[config.mk]
export PLATFORM = sky130hd
export DESIGN_NAME = urd_channel
export DESIGN_NICKNAME = d
export VERILOG_FILES = /design/src/rtl/urd_pkg.sv /design/src/rtl/urd_buf_mem.sv /design/src/rtl/urd_channel.sv
export SDC_FILE = /design/constraint.sdc
export NUM_CORES = 1
export LEC_CHECK = 0
export BUFFER_PORTS_ARGS = -buffer_cell sky130_fd_sc_hd__buf_2
export CORE_AREA = 2 2 317 319
export CTS_CLUSTER_DIAMETER = 50
export DETAILED_ROUTE_END_ITERATION = 6
export DIE_AREA = 0 0 319 321
export GPL_TIMING_DRIVEN = 0
export HOLD_SLACK_MARGIN = 0.05
export PLACE_DENSITY = 0.63
export SYNTH_ARGS = -nofsm -noshare
export SYNTH_HDL_FRONTEND = slang
export SYNTH_SLANG_ARGS = --single-unit
[constraint.sdc]
create_clock -name clk_i -period 3 [get_ports clk_i]
set_input_delay 0.3 -clock clk_i [delete_from_list [all_inputs] [get_ports clk_i]]
set_output_delay 0.3 -clock clk_i [all_outputs]
set_load 0.01 [all_outputs]
[src/rtl/urd_pkg.sv]
// constants, register layout and types of the uart receive dma channel
// assumes a 32-bit axi4-lite register bus with one byte register per aligned word
package urd_pkg;

  localparam int          ADDR_W       = 18;
  localparam int          DATA_W       = 32;
  localparam int          BLOCK_BYTES  = 64;
  localparam int          CNT_W        = 7;
  localparam int          TO_W         = 5;
  localparam int          MEM_AW       = 7;

  // register indices; the byte address is four times the index
  localparam logic [15:0] CTRL_IDX     = 16'hffe4;
  localparam logic [15:0] STAT_IDX     = 16'hffe5;

  // status register fields
  localparam int          ST_TEN       = 7;
  localparam int          ST_TO_HI     = 6;
  localparam int          ST_TO_LO     = 2;
  localparam int          ST_TOF       = 1;
  localparam int          ST_OVF       = 0;

  // control register fields
  localparam int          CT_EN        = 7;
  localparam int          CT_IRQ       = 6;
  localparam int          CT_CONT      = 5;
  localparam int          CT_SEL       = 4;
  localparam int          CT_TR        = 3;
  localparam int          CT_EP_HI     = 2;

  localparam logic [TO_W-1:0]  TO_RST     = 5'h00;
  localparam logic [TO_W-1:0]  TO_LAST    = 5'h01;
  localparam logic [CNT_W-1:0] CNT_ZERO   = 7'h00;
  localparam logic [CNT_W-1:0] CNT_ONE    = 7'h01;
  localparam logic [CNT_W-1:0] CNT_FULL   = 7'h40;
  localparam logic [CNT_W-1:0] CNT_LAST   = 7'h3f;
  localparam logic [2:0]       EP_RST     = 3'h0;
  localparam logic [1:0]       NAK_RST    = 2'h3;

  localparam logic [1:0]  RESP_OKAY    = 2'h0;
  localparam logic [1:0]  RESP_SLVERR  = 2'h2;

  typedef enum logic [1:0] {
    URD_IDLE,
    URD_RUN,
    URD_STOPPED
  } urd_state_t;

  function automatic logic urd_hit(input logic [ADDR_W-1:0] addr, input logic [15:0] idx);
    urd_hit = (addr[ADDR_W-1:2] == idx);
  endfunction : urd_hit

endpackage : urd_pkg

[src/rtl/urd_buf_mem.sv]
// double input buffer storage: two blocks of bytes, one write port, one read port
// assumes the reader tolerates one cycle of read latency
module urd_buf_mem #(
  parameter int AW = 7
) (
  input  wire logic          clk_i,
  input  wire logic          wr_en_i,
  input  wire logic [AW-1:0] wr_addr_i,
  input  wire logic [7:0]    wr_data_i,
  input  wire logic [AW-1:0] rd_addr_i,
  output logic      [7:0]    rd_data_o
);

  logic [7:0] mem [0:(1<<AW)-1];

  always_ff @(posedge clk_i) begin
    if (wr_en_i) begin
      mem[wr_addr_i] <= wr_data_i;
    end
    rd_data_o <= mem[rd_addr_i];
  end

endmodule : urd_buf_mem

[src/rtl/urd_channel.sv]
// uart receive dma channel with sof-clocked transaction time-out
// assumes an axi4-lite master, a uart fifo with valid/ready, a buffer manager that releases buffers
//
// Functional notes
// - five-bit time-out field, 0..31 ms
// - reload time-out counter on each byte
// - decrement counter on each sof pulse
// - at zero set time-out flag, halt
// - count only with enables and a byte
// - counter-enable bit off disables time-out
// - overrun flag hardware-set, write-one clears
// - time-out flag hardware-set, write-one clears
// - irq enable off keeps channel enabled
// - partial packet: time-out 1, overrun 0
// - both buffers full: both flags 1
// - uart error flags: prose taken, 1/0
// - full block: write count, mark ready
// - continuous alternate filling of both buffers
// - partial time-out flushes count and interrupts
// - both busy: time-out stops, both flags
// - uart error stops, enable stays set
// - interrupt on enable falling edge
//
// Implementation choice: the AXI4-Lite interface to the registers.
module urd_channel #(
  parameter int ADDR_W = urd_pkg::ADDR_W
) (
  input  wire logic                       clk_i,
  input  wire logic                       reset_i,
  input  wire logic [ADDR_W-1:0]          s_axi_awaddr_i,
  input  wire logic                       s_axi_awvalid_i,
  output logic                            s_axi_awready_o,
  input  wire logic [31:0]                s_axi_wdata_i,
  input  wire logic [3:0]                 s_axi_wstrb_i,
  input  wire logic                       s_axi_wvalid_i,
  output logic                            s_axi_wready_o,
  output logic [1:0]                      s_axi_bresp_o,
  output logic                            s_axi_bvalid_o,
  input  wire logic                       s_axi_bready_i,
  input  wire logic [ADDR_W-1:0]          s_axi_araddr_i,
  input  wire logic                       s_axi_arvalid_i,
  output logic                            s_axi_arready_o,
  output logic [31:0]                     s_axi_rdata_o,
  output logic [1:0]                      s_axi_rresp_o,
  output logic                            s_axi_rvalid_o,
  input  wire logic                       s_axi_rready_i,
  input  wire logic [7:0]                 rx_data_i,
  input  wire logic                       rx_valid_i,
  output logic                            rx_ready_o,
  input  wire logic                       rx_error_i,
  input  wire logic                       sof_i,
  input  wire logic [1:0]                 bm_release_i,
  input  wire logic                       bm_toggle_i,
  input  wire logic [urd_pkg::MEM_AW-1:0] bm_rd_addr_i,
  output logic [7:0]                      bm_rd_data_o,
  output logic [1:0]                      buf_nak_o,
  output logic [urd_pkg::CNT_W-1:0]       buf_count_x_o,
  output logic [urd_pkg::CNT_W-1:0]       buf_count_y_o,
  output logic                            irq_o
);

  localparam int CW = urd_pkg::CNT_W;
  localparam int TW = urd_pkg::TO_W;

  urd_pkg::urd_state_t state;
  urd_pkg::urd_state_t next_state;

  // register fields
  logic          timeout_counter_enable;
  logic [TW-1:0] to_value;
  logic          tof;
  logic          ovf;
  logic          ch_en;
  logic          irq_en;
  logic          cont;
  logic          buf_sel;
  logic [2:0]    ep_ptr;

  // datapath state
  logic          en_d;
  logic          got_byte;
  logic [TW-1:0] timer;
  logic          fill_sel;
  logic [CW-1:0] fill_cnt;

  // axi capture
  logic              aw_got;
  logic              w_got;
  logic [ADDR_W-1:0] aw_addr;
  logic [7:0]        w_byte;
  logic              w_lane0;

  logic          next_en;
  logic          next_got;
  logic [TW-1:0] next_timer;
  logic          next_fill_sel;
  logic [CW-1:0] next_fill_cnt;
  logic [1:0]    next_nak;
  logic          next_tof;
  logic          next_ovf;

  // bus decode
  wire wr_fire  = aw_got && w_got && !s_axi_bvalid_o;
  wire wr_ctrl  = wr_fire && w_lane0 && urd_pkg::urd_hit(aw_addr, urd_pkg::CTRL_IDX);
  wire wr_stat  = wr_fire && w_lane0 && urd_pkg::urd_hit(aw_addr, urd_pkg::STAT_IDX);
  wire wr_map   = urd_pkg::urd_hit(aw_addr, urd_pkg::CTRL_IDX) || urd_pkg::urd_hit(aw_addr, urd_pkg::STAT_IDX);
  wire rd_fire  = s_axi_arvalid_i && s_axi_arready_o;
  wire rd_ctrl  = urd_pkg::urd_hit(s_axi_araddr_i, urd_pkg::CTRL_IDX);
  wire rd_stat  = urd_pkg::urd_hit(s_axi_araddr_i, urd_pkg::STAT_IDX);
  wire sw_start = wr_ctrl && w_byte[urd_pkg::CT_EN];
  wire sw_stop  = wr_ctrl && !w_byte[urd_pkg::CT_EN];

  wire [7:0] stat_byte = {timeout_counter_enable, to_value, tof, ovf};
  wire [7:0] ctrl_byte = {ch_en, irq_en, cont, buf_sel, 1'b1, ep_ptr};

  // channel events
  wire accept    = rx_valid_i && rx_ready_o;
  wire timer_run = timeout_counter_enable && ch_en && got_byte && (state == urd_pkg::URD_RUN);
  wire tick      = sof_i && timer_run;
  wire expire    = tick && !accept && (timer <= urd_pkg::TO_LAST);
  wire uart_err  = rx_error_i && (state == urd_pkg::URD_RUN);
  wire both_full = !buf_nak_o[0] && !buf_nak_o[1];
  wire [CW-1:0] cnt_after = accept ? fill_cnt + urd_pkg::CNT_ONE : fill_cnt;
  wire block_done = accept && (fill_cnt == urd_pkg::CNT_LAST);
  wire flush      = (expire || uart_err) && (cnt_after != urd_pkg::CNT_ZERO);
  wire close_buf  = block_done || flush;
  wire [CW-1:0] close_count = block_done ? urd_pkg::CNT_FULL : cnt_after;

  // buffers alternate with no software action; a closed buffer waits for its release
  always_comb begin
    next_nak = buf_nak_o | bm_release_i;
    if (close_buf) begin
      next_nak[fill_sel] = 1'b0;
    end
    next_fill_sel = close_buf ? !fill_sel : fill_sel;
    next_fill_cnt = close_buf ? urd_pkg::CNT_ZERO : cnt_after;
  end

  always_comb begin
    next_state = state;
    next_en    = ch_en;
    next_got   = accept ? 1'b1 : got_byte;
    case (state)
      urd_pkg::URD_IDLE: begin
        if (sw_start) begin
          next_state = urd_pkg::URD_RUN;
          next_en    = 1'b1;
          next_got   = 1'b0;
        end
      end
      urd_pkg::URD_RUN: begin
        if (sw_stop) begin
          next_state = urd_pkg::URD_IDLE;
          next_en    = 1'b0;
        end else if (uart_err) begin
          next_state = urd_pkg::URD_STOPPED;
        end else if (expire && irq_en) begin
          next_state = urd_pkg::URD_IDLE;
          next_en    = 1'b0;
        end else if (expire) begin
          next_got   = 1'b0;
        end
      end
      urd_pkg::URD_STOPPED: begin
        if (sw_stop) begin
          next_state = urd_pkg::URD_IDLE;
          next_en    = 1'b0;
        end else if (sw_start) begin
          next_state = urd_pkg::URD_RUN;
          next_got   = 1'b0;
        end
      end
      default: begin
        next_state = urd_pkg::URD_IDLE;
        next_en    = 1'b0;
      end
    endcase
  end

  // timer reload wins over the sof tick, so a byte on the tick edge restarts the full window
  always_comb begin
    next_timer = timer;
    if (accept) begin
      next_timer = to_value;
    end else if (tick && !expire) begin
      next_timer = timer - urd_pkg::TO_LAST;
    end
  end

  // hardware set wins over a write-one clear in the same cycle
  always_comb begin
    next_tof = tof;
    next_ovf = ovf;
    if (wr_stat && w_byte[urd_pkg::ST_TOF]) begin
      next_tof = 1'b0;
    end
    if (wr_stat && w_byte[urd_pkg::ST_OVF]) begin
      next_ovf = 1'b0;
    end
    if (expire || uart_err) begin
      next_tof = 1'b1;
      next_ovf = expire && both_full;
    end
  end

  always_ff @(posedge clk_i) begin
    if (reset_i) begin
      state    <= urd_pkg::URD_IDLE;
      ch_en    <= 1'b0;
      en_d     <= 1'b0;
      got_byte <= 1'b0;
      timer    <= urd_pkg::TO_RST;
      fill_sel <= 1'b0;
      fill_cnt <= urd_pkg::CNT_ZERO;
      tof      <= 1'b0;
      ovf      <= 1'b0;
      irq_o    <= 1'b0;
    end else begin
      state    <= next_state;
      ch_en    <= next_en;
      en_d     <= ch_en;
      got_byte <= next_got;
      timer    <= next_timer;
      fill_sel <= next_fill_sel;
      fill_cnt <= next_fill_cnt;
      tof      <= next_tof;
      ovf      <= next_ovf;
      irq_o    <= irq_en && en_d && !ch_en;
    end
  end

  always_ff @(posedge clk_i) begin
    if (reset_i) begin
      buf_nak_o     <= urd_pkg::NAK_RST;
      buf_count_x_o <= urd_pkg::CNT_ZERO;
      buf_count_y_o <= urd_pkg::CNT_ZERO;
      rx_ready_o    <= 1'b0;
    end else begin
      buf_nak_o  <= next_nak;
      rx_ready_o <= (next_state == urd_pkg::URD_RUN) && next_nak[next_fill_sel];
      if (close_buf && !fill_sel) begin
        buf_count_x_o <= close_count;
      end
      if (close_buf && fill_sel) begin
        buf_count_y_o <= close_count;
      end
    end
  end

  // software fields; the select bit follows the buffer manager or a write with bit 3 low
  always_ff @(posedge clk_i) begin
    if (reset_i) begin
      timeout_counter_enable      <= 1'b0;
      to_value <= urd_pkg::TO_RST;
      irq_en   <= 1'b0;
      cont     <= 1'b0;
      buf_sel  <= 1'b0;
      ep_ptr   <= urd_pkg::EP_RST;
    end else begin
      if (wr_stat) begin
        timeout_counter_enable      <= w_byte[urd_pkg::ST_TEN];
        to_value <= w_byte[urd_pkg::ST_TO_HI:urd_pkg::ST_TO_LO];
      end
      if (wr_ctrl) begin
        irq_en <= w_byte[urd_pkg::CT_IRQ];
        cont   <= w_byte[urd_pkg::CT_CONT];
        ep_ptr <= w_byte[urd_pkg::CT_EP_HI:0];
      end
      if (bm_toggle_i) begin
        buf_sel <= !buf_sel;
      end else if (wr_ctrl && !w_byte[urd_pkg::CT_TR]) begin
        buf_sel <= w_byte[urd_pkg::CT_SEL];
      end
    end
  end

  // axi4-lite write: address and data taken in either order, one write at a time
  always_ff @(posedge clk_i) begin
    if (reset_i) begin
      aw_got          <= 1'b0;
      w_got           <= 1'b0;
      aw_addr         <= '0;
      w_byte          <= 8'h00;
      w_lane0         <= 1'b0;
      s_axi_awready_o <= 1'b0;
      s_axi_wready_o  <= 1'b0;
      s_axi_bvalid_o  <= 1'b0;
      s_axi_bresp_o   <= urd_pkg::RESP_OKAY;
    end else begin
      s_axi_awready_o <= !aw_got && !(s_axi_awvalid_i && s_axi_awready_o) && !s_axi_bvalid_o;
      s_axi_wready_o  <= !w_got && !(s_axi_wvalid_i && s_axi_wready_o) && !s_axi_bvalid_o;
      if (s_axi_awvalid_i && s_axi_awready_o) begin
        aw_got  <= 1'b1;
        aw_addr <= s_axi_awaddr_i;
      end
      if (s_axi_wvalid_i && s_axi_wready_o) begin
        w_got   <= 1'b1;
        w_byte  <= s_axi_wdata_i[7:0];
        w_lane0 <= s_axi_wstrb_i[0];
      end
      if (wr_fire) begin
        aw_got         <= 1'b0;
        w_got          <= 1'b0;
        s_axi_bvalid_o <= 1'b1;
        s_axi_bresp_o  <= wr_map ? urd_pkg::RESP_OKAY : urd_pkg::RESP_SLVERR;
      end else if (s_axi_bvalid_o && s_axi_bready_i) begin
        s_axi_bvalid_o <= 1'b0;
      end
    end
  end

  // axi4-lite read: one read at a time, answer the cycle after the address is taken
  always_ff @(posedge clk_i) begin
    if (reset_i) begin
      s_axi_arready_o <= 1'b0;
      s_axi_rvalid_o  <= 1'b0;
      s_axi_rdata_o   <= 32'h0000_0000;
      s_axi_rresp_o   <= urd_pkg::RESP_OKAY;
    end else begin
      s_axi_arready_o <= !s_axi_rvalid_o && !rd_fire;
      if (rd_fire) begin
        s_axi_rvalid_o <= 1'b1;
        s_axi_rdata_o  <= {24'h00_0000, rd_ctrl ? ctrl_byte : (rd_stat ? stat_byte : 8'h00)};
        s_axi_rresp_o  <= (rd_ctrl || rd_stat) ? urd_pkg::RESP_OKAY : urd_pkg::RESP_SLVERR;
      end else if (s_axi_rvalid_o && s_axi_rready_i) begin
        s_axi_rvalid_o <= 1'b0;
      end
    end
  end

  urd_buf_mem #(
    .AW (urd_pkg::MEM_AW)
  ) u_buf_mem (
    .clk_i     (clk_i),
    .wr_en_i   (accept),
    .wr_addr_i ({fill_sel, fill_cnt[CW-2:0]}),
    .wr_data_i (rx_data_i),
    .rd_addr_i (bm_rd_addr_i),
    .rd_data_o (bm_rd_data_o)
  );

endmodule : urd_channel

==> flow_metrics.env, run 1 <==
export IMPL_arrival_ns=3.40
export IMPL_ios=167
export IMPL_start_util_pct=44.7
export IMPL_crit_fanout=10
export IMPL_rsz0062_at_grt="true"
export IMPL_setup_tns_ns=-1.35
export IMPL_diodes=0
export IMPL_drt_iter0_drc=2447
export IMPL_synth_mux_area_share_pct=15.3
export IMPL_numCtsBuffers=114
export IMPL_top_usage_layer="met2"
export IMPL_dp_slack_ns=-0.396
export IMPL_cp_top_family="simple AND/OR/NAND/NOR gates"
export IMPL_groute_usage_overall_pct=21.5
export IMPL_hp_class="input pin to flip-flop"
export IMPL_final_common_cell="edfxtp_1"
export IMPL_hold_viol_final=0
export IMPL_comb_power_share_pct=5.1
export IMPL_path_clk_slew_ns=0.06
export IMPL_htreeDepth=3
export IMPL_cpPeakStageDelay_ns=0.78
export IMPL_p_seq_share_pct=52.0
export IMPL_fin_ws_ns=-0.0928
export IMPL_nets=2783
export IMPL_powerDensity_nw_per_um2=643
export IMPL_synth_area_um2=44400
export IMPL_grt_max_degree=90
export IMPL_use_met3_pct=4.26
export IMPL_startpoint_type="flip-flop"
export IMPL_crit_chain="and3_1, buf_2, nand2_1, clkbuf_1, nor2_1"
export IMPL_wl_mm=110
export IMPL_path_class="flip-flop to flip-flop"
export IMPL_fp_dieH_um=321
export IMPL_via_per_inst=5.80
export IMPL_total_power_mw=33.0
export IMPL_netSwitchingPower_mw=7.00
export IMPL_grt_pass1_vias=24187
export IMPL_worst_path_buf_inv=2
export IMPL_ys_ff_latch=1124
export IMPL_synth_top_family_by_area="multiplexers"
export IMPL_cts_tree="yes"
export IMPL_drv_slew=0
export IMPL_placed_cells=3816
export IMPL_portBuffers=102
export IMPL_drive_above_1_share_pct=25.3
export IMPL_post_route_drc_count=1
export IMPL_p_leak_nw=16.9
export IMPL_grt_pass1_wl_mm=161
export IMPL_coreArea_um2=99300
export IMPL_die_area_um2=102000
export IMPL_grtUsageMet2_pct=35.8
export IMPL_synthSimpleGateAreaFrac_pct=4.22
export IMPL_synth_area_per_cell_um2=18.6
export IMPL_period_needed_ns=3.09
export IMPL_synth_distinct_cells=67
export IMPL_grt_met1_usage_pct=28.2
export IMPL_critPathRequiredTime_ns=3.31
export IMPL_post_drt_wl_per_cell_um=27.0
export IMPL_area_delta_synth_final_pct=15.6
export IMPL_die_w_um=319
export IMPL_status="finished, violations left"
export IMPL_layout_cells_non_filler=4070
export IMPL_async_flop_share_pct=0
export IMPL_slew_headroom_pct=17.4
export IMPL_p_int_mw=26.0
export IMPL_end_kind="flip-flop"
export IMPL_syn_instance_count=2383
export IMPL_row_count=116
export IMPL_drv_cap=0
export IMPL_worst_pin_slew_ns=1.24
export IMPL_clockRootBuffer="clkbuf_16"
export IMPL_violations="DRC, setup timing"
export IMPL_synth_xor_area_share_pct=0.197
export IMPL_synthAdderAreaFrac_pct=0.141
export IMPL_max_clock_path_buffers=3
export IMPL_power_share_clock_pct=42.9
export IMPL_critPathSlowestCell="nor2_1"
export IMPL_whs_ns=0.0977
export IMPL_max_freq_ghz=0.323
export IMPL_ys_seq_area_share_pct=73.8
export IMPL_irDropWorstVdd_uv=469
export IMPL_first_pass_iters=7
export IMPL_yosys_most_used_dff="edfxtp_1"
export IMPL_antenna_found_initial=1
export IMPL_p_sw_share_pct=21.2
export IMPL_synth_edf_count=1024
export IMPL_ant_nets=0
export IMPL_finalCritPeriodShare_pct=103
export IMPL_finalSetupViolCount=26
export IMPL_hpwl_mm=73.6
export IMPL_fillers=7919
export IMPL_placed_area_um2=46800
export IMPL_synth_compound_area_share_pct=3.87
export IMPL_place_gp_congestion=0.929
export IMPL_vias=23616
export IMPL_skew_ns=0.0338
export IMPL_final_core_util_pct=51.7
export IMPL_postLayoutCellArea_um2=51300
export IMPL_cts_setup_buffers=0
export IMPL_grt_overflow=0
export IMPL_cts_sinks=1124
export IMPL_yosys_warnings=0
export IMPL_clock_latency_ns=0.70
export IMPL_final_cell_mix="1024 x edfxtp_1, 228 x mux2i_1, 183 x mux4_2"
[sequential cells by signal (all words and copies together) (netlist names), 5 cells and up]
signal and cells:
buf_count_x_o 7, to_value 5, s_axi_rdata_o 8, aw_addr 16, timer 5, fill_cnt 7
u_buf_mem.rd_data_o 8, w_byte 8, buf_count_y_o 7, u_buf_mem.mem 1024
[layout make-up]
| class | instances | area [um^2] | share of cell area (%) |
|---|---|---|---|
| Buffer | 157 | 1050 | 2.05 |
| Multi-Input combinational cell | 1121 | 10900 | 21.3 |
| Timing Repair Buffer | 154 | 1180 | 2.30 |
| Clock inverter | 68 | 739 | 1.44 |
| Inverter | 6 | 22.5 | 0.0439 |
| Tap cell | 1298 | 1620 | 3.17 |
| Clock buffer | 142 | 3000 | 5.85 |
| Sequential cell | 1124 | 32800 | 63.9 |
[synthesized netlist by cell type, types with 3 or more instances]
cell,number,share of area [%]
dfxtp_1,100,4.5
nor4_1,10,0.14
edfxtp_1,1024,69
a221oi_2,7,0.24
a32oi_1,10,0.20
mux2_2,15,0.38
nand2_1,106,0.90
nor3_1,7,0.079
nand2b_1,7,0.099
a31oi_1,32,0.45
nor4_2,3,0.085
and4_1,3,0.059
xor2_1,6,0.12
a211oi_1,15,0.25
buf_4,48,0.81
mux4_2,183,9.3
xnor2_1,4,0.079
buf_6,24,0.61
nand4_1,12,0.17
clkbuf_1,43,0.36
buf_2,32,0.36
a21oi_1,60,0.68
ha_1,5,0.14
a221oi_1,9,0.18
o211ai_1,4,0.068
inv_1,6,0.051
mux4_1,9,0.53
buf_1,4,0.034
nand3b_1,5,0.085
nor2b_1,12,0.17
a22oi_2,7,0.20
nand4b_1,5,0.099
nor2_1,190,1.6
a22o_1,8,0.16
mux2i_1,228,5.1
a22oi_1,73,1.2
nor4b_1,3,0.059
o21ai_0,3,0.034
and2_1,7,0.099
nand3_1,21,0.24
[cell families (layout without fill, tap and decap cells)]
family                     Yosys count  count (layout)
AOI/OAI and AO/OA                  238             238
xor gates and xnor gates            10              10
adders and majority gates            5               5
buffers and inverters              163             527
DFF                               1124            1124
muxes                              435             435
other                                1              26
and+or+nand+nor                    407             407
[metal layers]
metal | vias to the layer above | part of all wire, %
met5 | - | 0
met4 | 0 | 3.1
met3 | 194 | 7.2
met2 | 919 | 49
met1 | 12327 | 40
li1 | 10176 | -
[worst paths after layout]
path | start | to | slack (ns) | cells after the start
hold / removal | s_axi_araddr_i[4] | s_axi_rdata_o[4]$_SDFFE_PP0P_ | 0.1 | 5
setup / recovery | rx_ready_o$_SDFF_PP0_ | u_buf_mem.mem[100][1]$_DFFE_PP_ | -0.09 | 5
setup reg to reg | rx_ready_o$_SDFF_PP0_ | u_buf_mem.mem[100][1]$_DFFE_PP_ | -0.09 | 5
hold reg to reg | en_d$_SDFF_PP0_ | irq_o$_SDFF_PP0_ | 0.46 | 1
[power groups by stage]
stage                     clock, mW  combinational [mW]  sequential [mW]
after floorplan                   0               0.872             17.5
after global placement            0                1.57             17.5
after detailed placement          0                1.64             17.5
after CTS                      14.3                1.68             17.1
after global routing           15.0                1.78             17.1
final                          14.2                1.68             17.1
[worst min-delay path: stages]
cell and delay [ns]:
buf_2 0.10, nand3b_1 0.10, nor4_2 0.10, nand3_1 0.09, a21oi_1 0.06
[timing repair]
item                                    CTS  global route
gates cloned                              0             0
endpoints found under the setup margin  438           552
resized for setup                        57            52
hold buffers                             43             0
endpoints found under the hold margin    44             0
(Power assumes the default switching activity.)
==> run 2: changes to the inputs <==
--- a/config.mk
+++ b/config.mk
@@ -12,7 +12,7 @@
 export DIE_AREA = 0 0 319 321
 export GPL_TIMING_DRIVEN = 0
 export HOLD_SLACK_MARGIN = 0.05
-export PLACE_DENSITY = 0.63
+export PLACE_DENSITY_LB_ADDON = 0.2
 export SYNTH_ARGS = -nofsm -noshare
 export SYNTH_HDL_FRONTEND = slang
 export SYNTH_SLANG_ARGS = --single-unit
==> flow_metrics.env, run 2 (synthesis results as in run 1) <==
export IMPL_first_pass_iters=7
export IMPL_die_w_um=319
export IMPL_grt_max_degree=91
export IMPL_grt_pass1_wl_mm=161
export IMPL_final_common_cell="edfxtp_1"
export IMPL_htreeDepth=3
export IMPL_fillers=7914
export IMPL_place_gp_congestion=0.905
export IMPL_crit_fanout=10
export IMPL_worstReg2RegEnd="u_buf_mem.mem[99][6]$_DFFE_PP_"
export IMPL_drt_iter0_drc=2580
export IMPL_path_clk_slew_ns=0.06
export IMPL_path_class="flip-flop to flip-flop"
export IMPL_post_drt_wl_per_cell_um=27.1
export IMPL_groute_usage_overall_pct=21.6
export IMPL_min_from="rx_data_i[7]"
export IMPL_final_cell_mix="1024 x edfxtp_1, 228 x mux2i_1, 183 x mux4_2"
export IMPL_hpwl_mm=74.0
export IMPL_regArea_um2=32800
export IMPL_critPathRequiredTime_ns=3.33
export IMPL_r2r_start="rx_ready_o$_SDFF_PP0_"
export IMPL_rsz0062_at_grt="true"
export IMPL_slew_headroom_pct=22.9
export IMPL_multi_input_area_um2=11000
export IMPL_antenna_found_initial=0
export IMPL_post_route_drc_count=0
export IMPL_worst_path_buf_inv=1
export IMPL_period_needed_ns=3.04
export IMPL_nets=2794
export IMPL_cts_setup_buffers=0
export IMPL_coreArea_um2=99300
export IMPL_via_per_inst=5.73
export IMPL_cpPeakStageDelay_ns=0.57
export IMPL_skew_ns=0.0452
export IMPL_max_clock_path_buffers=3
export IMPL_fin_ws_ns=-0.0354
export IMPL_vias=23409
export IMPL_cp_top_family="simple AND/OR/NAND/NOR gates"
export IMPL_regMostFlops="u_buf_mem.mem"
export IMPL_worst_pin_slew_ns=1.14
export IMPL_ant_nets=0
export IMPL_die_area_um2=102000
export IMPL_whs_ns=0.0979
export IMPL_irDropWorstVdd_uv=456
export IMPL_start_util_pct=44.7
export IMPL_row_count=116
export IMPL_total_power_mw=32.9
export IMPL_reg_largest_list="u_buf_mem.mem: 1024 flops, aw_addr: 16 flops"
export IMPL_critPathSlowestCell="nand3_1"
export IMPL_finalSetupViolCount=33
export IMPL_p_leak_nw=17.0
export IMPL_drive_above_1_share_pct=25.6
export IMPL_largest_reg_flops=1024
export IMPL_grt_pass1_vias=23802
export IMPL_numCtsBuffers=115
export IMPL_max_freq_ghz=0.329
export IMPL_crit_end="u_buf_mem.mem[99][6]$_DFFE_PP_"
export IMPL_drv_slew=0
export IMPL_startpoint_type="flip-flop"
export IMPL_grt_overflow=0
export IMPL_clockRootBuffer="clkbuf_16"
export IMPL_clock_latency_ns=0.73
export IMPL_hp_class="input pin to flip-flop"
export IMPL_powerDensity_nw_per_um2=639
export IMPL_finalCritPeriodShare_pct=101
export IMPL_wl_mm=111
export IMPL_cts_sinks=1124
export IMPL_status="finished, violations left"
export IMPL_drv_cap=0
export IMPL_end_kind="flip-flop"
export IMPL_path_depth=5
export IMPL_diodes=0
export IMPL_area_delta_synth_final_pct=16.1
export IMPL_fp_dieH_um=321
export IMPL_violations="setup timing"
export IMPL_cts_tree="yes"
export IMPL_reg2reg_setup_slack_ns=-0.04
export IMPL_ios=167
export IMPL_r2r_cells=5
export IMPL_hold_viol_final=0
export IMPL_setup_worst_path_start="rx_ready_o$_SDFF_PP0_"
export IMPL_arrival_ns=3.37
export IMPL_portBuffers=102
export IMPL_crit_chain="nand2_1, nor2_1, nand3_1, clkbuf_4, nor2_2"
## run 2: cell types whose count changed in the layout (fill, tap and decap cells not counted), moves of 4 or more
cell,change
nor2_1,-7
dlygate4sd3_1,+11
clkinv_1,+4
nor2_2,-6
bufinv_16,-4
nor2_4,+13
inv_6,-4
## run 2: worst reg2reg max path, cell delays in order (launching register included)
cell      delay [ns]
dfxtp_1         0.49
nand2_1         0.25
nor2_1          0.30
nand3_1         0.57
clkbuf_4        0.53
nor2_2          0.48
## run 2: where the power goes
part | total (mW) | switching, mW | internal, mW
Sequential | 17.1 | 0.0242 | 17.1
Clock | 14.1 | 6.03 | 8.09
Combinational | 1.69 | 1.05 | 0.640
## run 2: routing by layer
| metal | vias up | track usage (%) | wire length (um) |
|---|---|---|---|
| li1 | 10192 | - | - |
| met1 | 12216 | 29.1 | 45700 |
| met2 | 843 | 35.8 | 54200 |
| met3 | 158 | 3.70 | 7440 |
| met4 | 0 | 7.34 | 3230 |
| met5 | - | 0 | 0 |
## run 2: worst min path at each step
stage / to / slack (ns) / cells past startpoint
after global routing: u_buf_mem.mem[11][7]$_DFFE_PP_ / 0.09 / 1
after detailed placement: s_axi_rdata_o[4]$_SDFFE_PP0P_ / 0.45 / 2
final: u_buf_mem.mem[11][7]$_DFFE_PP_ / 0.1 / 1
after global placement: aw_addr[3]$_SDFFE_PP0P_ / 0.44 / 2
after floorplan: en_d$_SDFF_PP0_ / 0.39 / 1
after CTS: aw_addr[17]$_SDFFE_PP0P_ / 0.06 / 4
## run 2: repair_timing
action / CTS / global route
resized for setup: 79 / 60
hold buffers: 54 / 0
endpoints found under the setup margin: 609 / 603
gates cloned: 0 / 0
endpoints found under the hold margin: 47 / 0
## run 2: per-stage QoR
| step | std cells | util, % | area [um^2] | setup slack, ns | TNS (ns) |
|---|---|---|---|---|---|
| CTS | 4085 | 51.7 | 51400 | -0.211 | -19.78 |
| floorplan | 2408 | - | 44500 | 0.712 | 0 |
| finish | 4085 | 51.9 | 51500 | -0.0354 | -0.526 |
| detailed placement | 3816 | 47.2 | 46800 | -0.444 | -102.29 |
| global placement | 3808 | 46.9 | 46600 | -0.437 | -84.76 |
| global route | 4085 | 51.9 | 51500 | -0.154 | -19.40 |
## run 2: layout make-up
| cell class | count | share of cell area, % |
|---|---|---|
| Multi-Input combinational cell | 1121 | 21.4 |
| Buffer | 157 | 2.05 |
| Tap cell | 1298 | 3.15 |
| Clock inverter | 68 | 1.37 |
| Sequential cell | 1124 | 63.6 |
| Clock buffer | 147 | 5.98 |
| Timing Repair Buffer | 164 | 2.49 |
| Inverter | 6 | 0.0437 |
==> run 3: changes to the inputs <==
--- a/config.mk
+++ b/config.mk
@@ -13,6 +13,7 @@
 export GPL_TIMING_DRIVEN = 0
 export HOLD_SLACK_MARGIN = 0.05
 export PLACE_DENSITY_LB_ADDON = 0.2
+export SKIP_LAST_GASP = 1
 export SYNTH_ARGS = -nofsm -noshare
 export SYNTH_HDL_FRONTEND = slang
 export SYNTH_SLANG_ARGS = --single-unit
==> flow_metrics.env, run 3 (synthesis results as in run 1) <==
export IMPL_worst_pin_slew_ns=1.15
export IMPL_post_route_drc_count=0
export IMPL_final_core_util_pct=51.9
export IMPL_finalCritPeriodShare_pct=103
export IMPL_reg_largest_list="u_buf_mem.mem: 1024 flops, aw_addr: 16 flops"
export IMPL_drv_slew=0
export IMPL_grt_pass1_vias=23796
export IMPL_end_kind="flip-flop"
export IMPL_cp_top_family="simple AND/OR/NAND/NOR gates"
export IMPL_hpwl_mm=74.0
export IMPL_drt_iter0_drc=2545
export IMPL_drive_above_1_share_pct=25.5
export IMPL_critPathSlowestCell="nor2_1"
export IMPL_finalSetupViolCount=44
export IMPL_place_gp_congestion=0.905
export IMPL_powerDensity_nw_per_um2=640
export IMPL_grt_max_degree=91
export IMPL_first_pass_iters=7
export IMPL_final_common_cell="edfxtp_1"
export IMPL_cts_sinks=1124
export IMPL_row_count=116
export IMPL_rsz0062_at_grt="true"
export IMPL_fp_dieH_um=321
export IMPL_post_drt_wl_per_cell_um=27.1
export IMPL_die_w_um=319
export IMPL_nets=2794
export IMPL_crit_chain="and3_1, buf_2, nand2_1, clkbuf_1, nor2_1"
export IMPL_final_cell_mix="1024 x edfxtp_1, 228 x mux2i_1, 183 x mux4_2"
export IMPL_coreArea_um2=99300
export IMPL_startpoint_type="flip-flop"
export IMPL_slew_headroom_pct=22.1
export IMPL_grt_overflow=0
export IMPL_diodes=0
export IMPL_arrival_ns=3.45
export IMPL_max_clock_path_buffers=3
export IMPL_hp_class="input pin to flip-flop"
export IMPL_path_clk_slew_ns=0.06
export IMPL_antenna_found_initial=0
export IMPL_vias=23409
export IMPL_area_delta_synth_final_pct=16.1
export IMPL_regMostFlops="u_buf_mem.mem"
export IMPL_portBuffers=102
export IMPL_violations="setup timing"
export IMPL_path_class="flip-flop to flip-flop"
export IMPL_cts_setup_buffers=0
export IMPL_wl_mm=111
export IMPL_ant_nets=0
export IMPL_largest_reg_flops=1024
export IMPL_clock_latency_ns=0.73
export IMPL_groute_usage_overall_pct=21.6
export IMPL_die_area_um2=102000
export IMPL_start_util_pct=44.7
export IMPL_grt_pass1_wl_mm=161
export IMPL_irDropWorstVdd_uv=457
export IMPL_worst_path_buf_inv=2
export IMPL_clockRootBuffer="clkbuf_16"
export IMPL_cpPeakStageDelay_ns=0.78
export IMPL_drv_cap=0
export IMPL_p_leak_nw=17.0
export IMPL_via_per_inst=5.73
export IMPL_ios=167
export IMPL_numCtsBuffers=115
export IMPL_total_power_mw=33.0
export IMPL_htreeDepth=3
export IMPL_hold_viol_final=0
export IMPL_cts_tree="yes"
export IMPL_fin_ws_ns=-0.0998
export IMPL_max_freq_ghz=0.323
export IMPL_status="finished, violations left"
export IMPL_reg2reg_setup_slack_ns=-0.1
export IMPL_critPathRequiredTime_ns=3.35
export IMPL_crit_fanout=10
export IMPL_skew_ns=0.0437
export IMPL_period_needed_ns=3.10
==> run 3: changes by cell type in the layout (fill, tap and decap cells not counted), sizes merged <==
cell	previous run	this run
buf	223	222
clkbuf	191	192
==> run 3: layout make-up <==
type / count / area, um^2
tap: 1298 / 1620
clock inverter: 68 / 704
multi-input combinational: 1121 / 11000
sequential: 1124 / 32800
inverter: 6 / 22.5
fill: 7917 / 47700
clock buffer: 147 / 3080
buffer: 157 / 1060
timing repair buffer: 164 / 1280
==> run 3: where the power goes <==
part           internal (mW)  switching [mW]  total, mW
registers               17.1          0.0242       17.1
logic                  0.640            1.05       1.69
clock network           8.09            6.05       14.1
==> run 3: what timing repair did <==
action | 4_1_cts | 5_1_grt
setup endpoints to repair | 609 | 606
gates resized for setup | 75 | 61
pin swaps | 0 | 0
hold buffers | 54 | 0
hold endpoints to repair | 47 | 0
==> run 3: through the flow <==
| step | hold WS [ns] | setup TNS, ns | worst slack [ns] | area [um^2] | cells |
|---|---|---|---|---|---|
| finish | 0.101 | -1.73 | -0.0998 | 51500 | 4085 |
| global route | 0.0947 | -20.64 | -0.164 | 51500 | 4085 |
| CTS | 0.0639 | -21.04 | -0.211 | 51300 | 4085 |
| detailed placement | 0.450 | -102.29 | -0.444 | 46800 | 3816 |
| global placement | 0.442 | -84.76 | -0.437 | 46600 | 3808 |
| floorplan | 0.395 | 0 | 0.712 | 44500 | 2408 |
==> run 3: layer usage <==
metal / part of all wire, % / track usage [%]
met1: 42 / 29.1
met2: 49 / 35.8
met3: 6.5 / 3.70
met4: 2.9 / 7.26
met5: 0 / 0
==> run 3: path summary, 6_finish.rpt <==
kind,from,end,depth (start not counted)
setup reg to reg,rx_ready_o$_SDFF_PP0_,u_buf_mem.mem[52][6]$_DFFE_PP_,5
hold / removal,rx_data_i[7],u_buf_mem.mem[11][7]$_DFFE_PP_,1
setup / recovery,rx_ready_o$_SDFF_PP0_,u_buf_mem.mem[52][6]$_DFFE_PP_,5
hold reg to reg,w_got$_SDFFE_PP0P_,s_axi_wready_o$_SDFF_PP0_,1
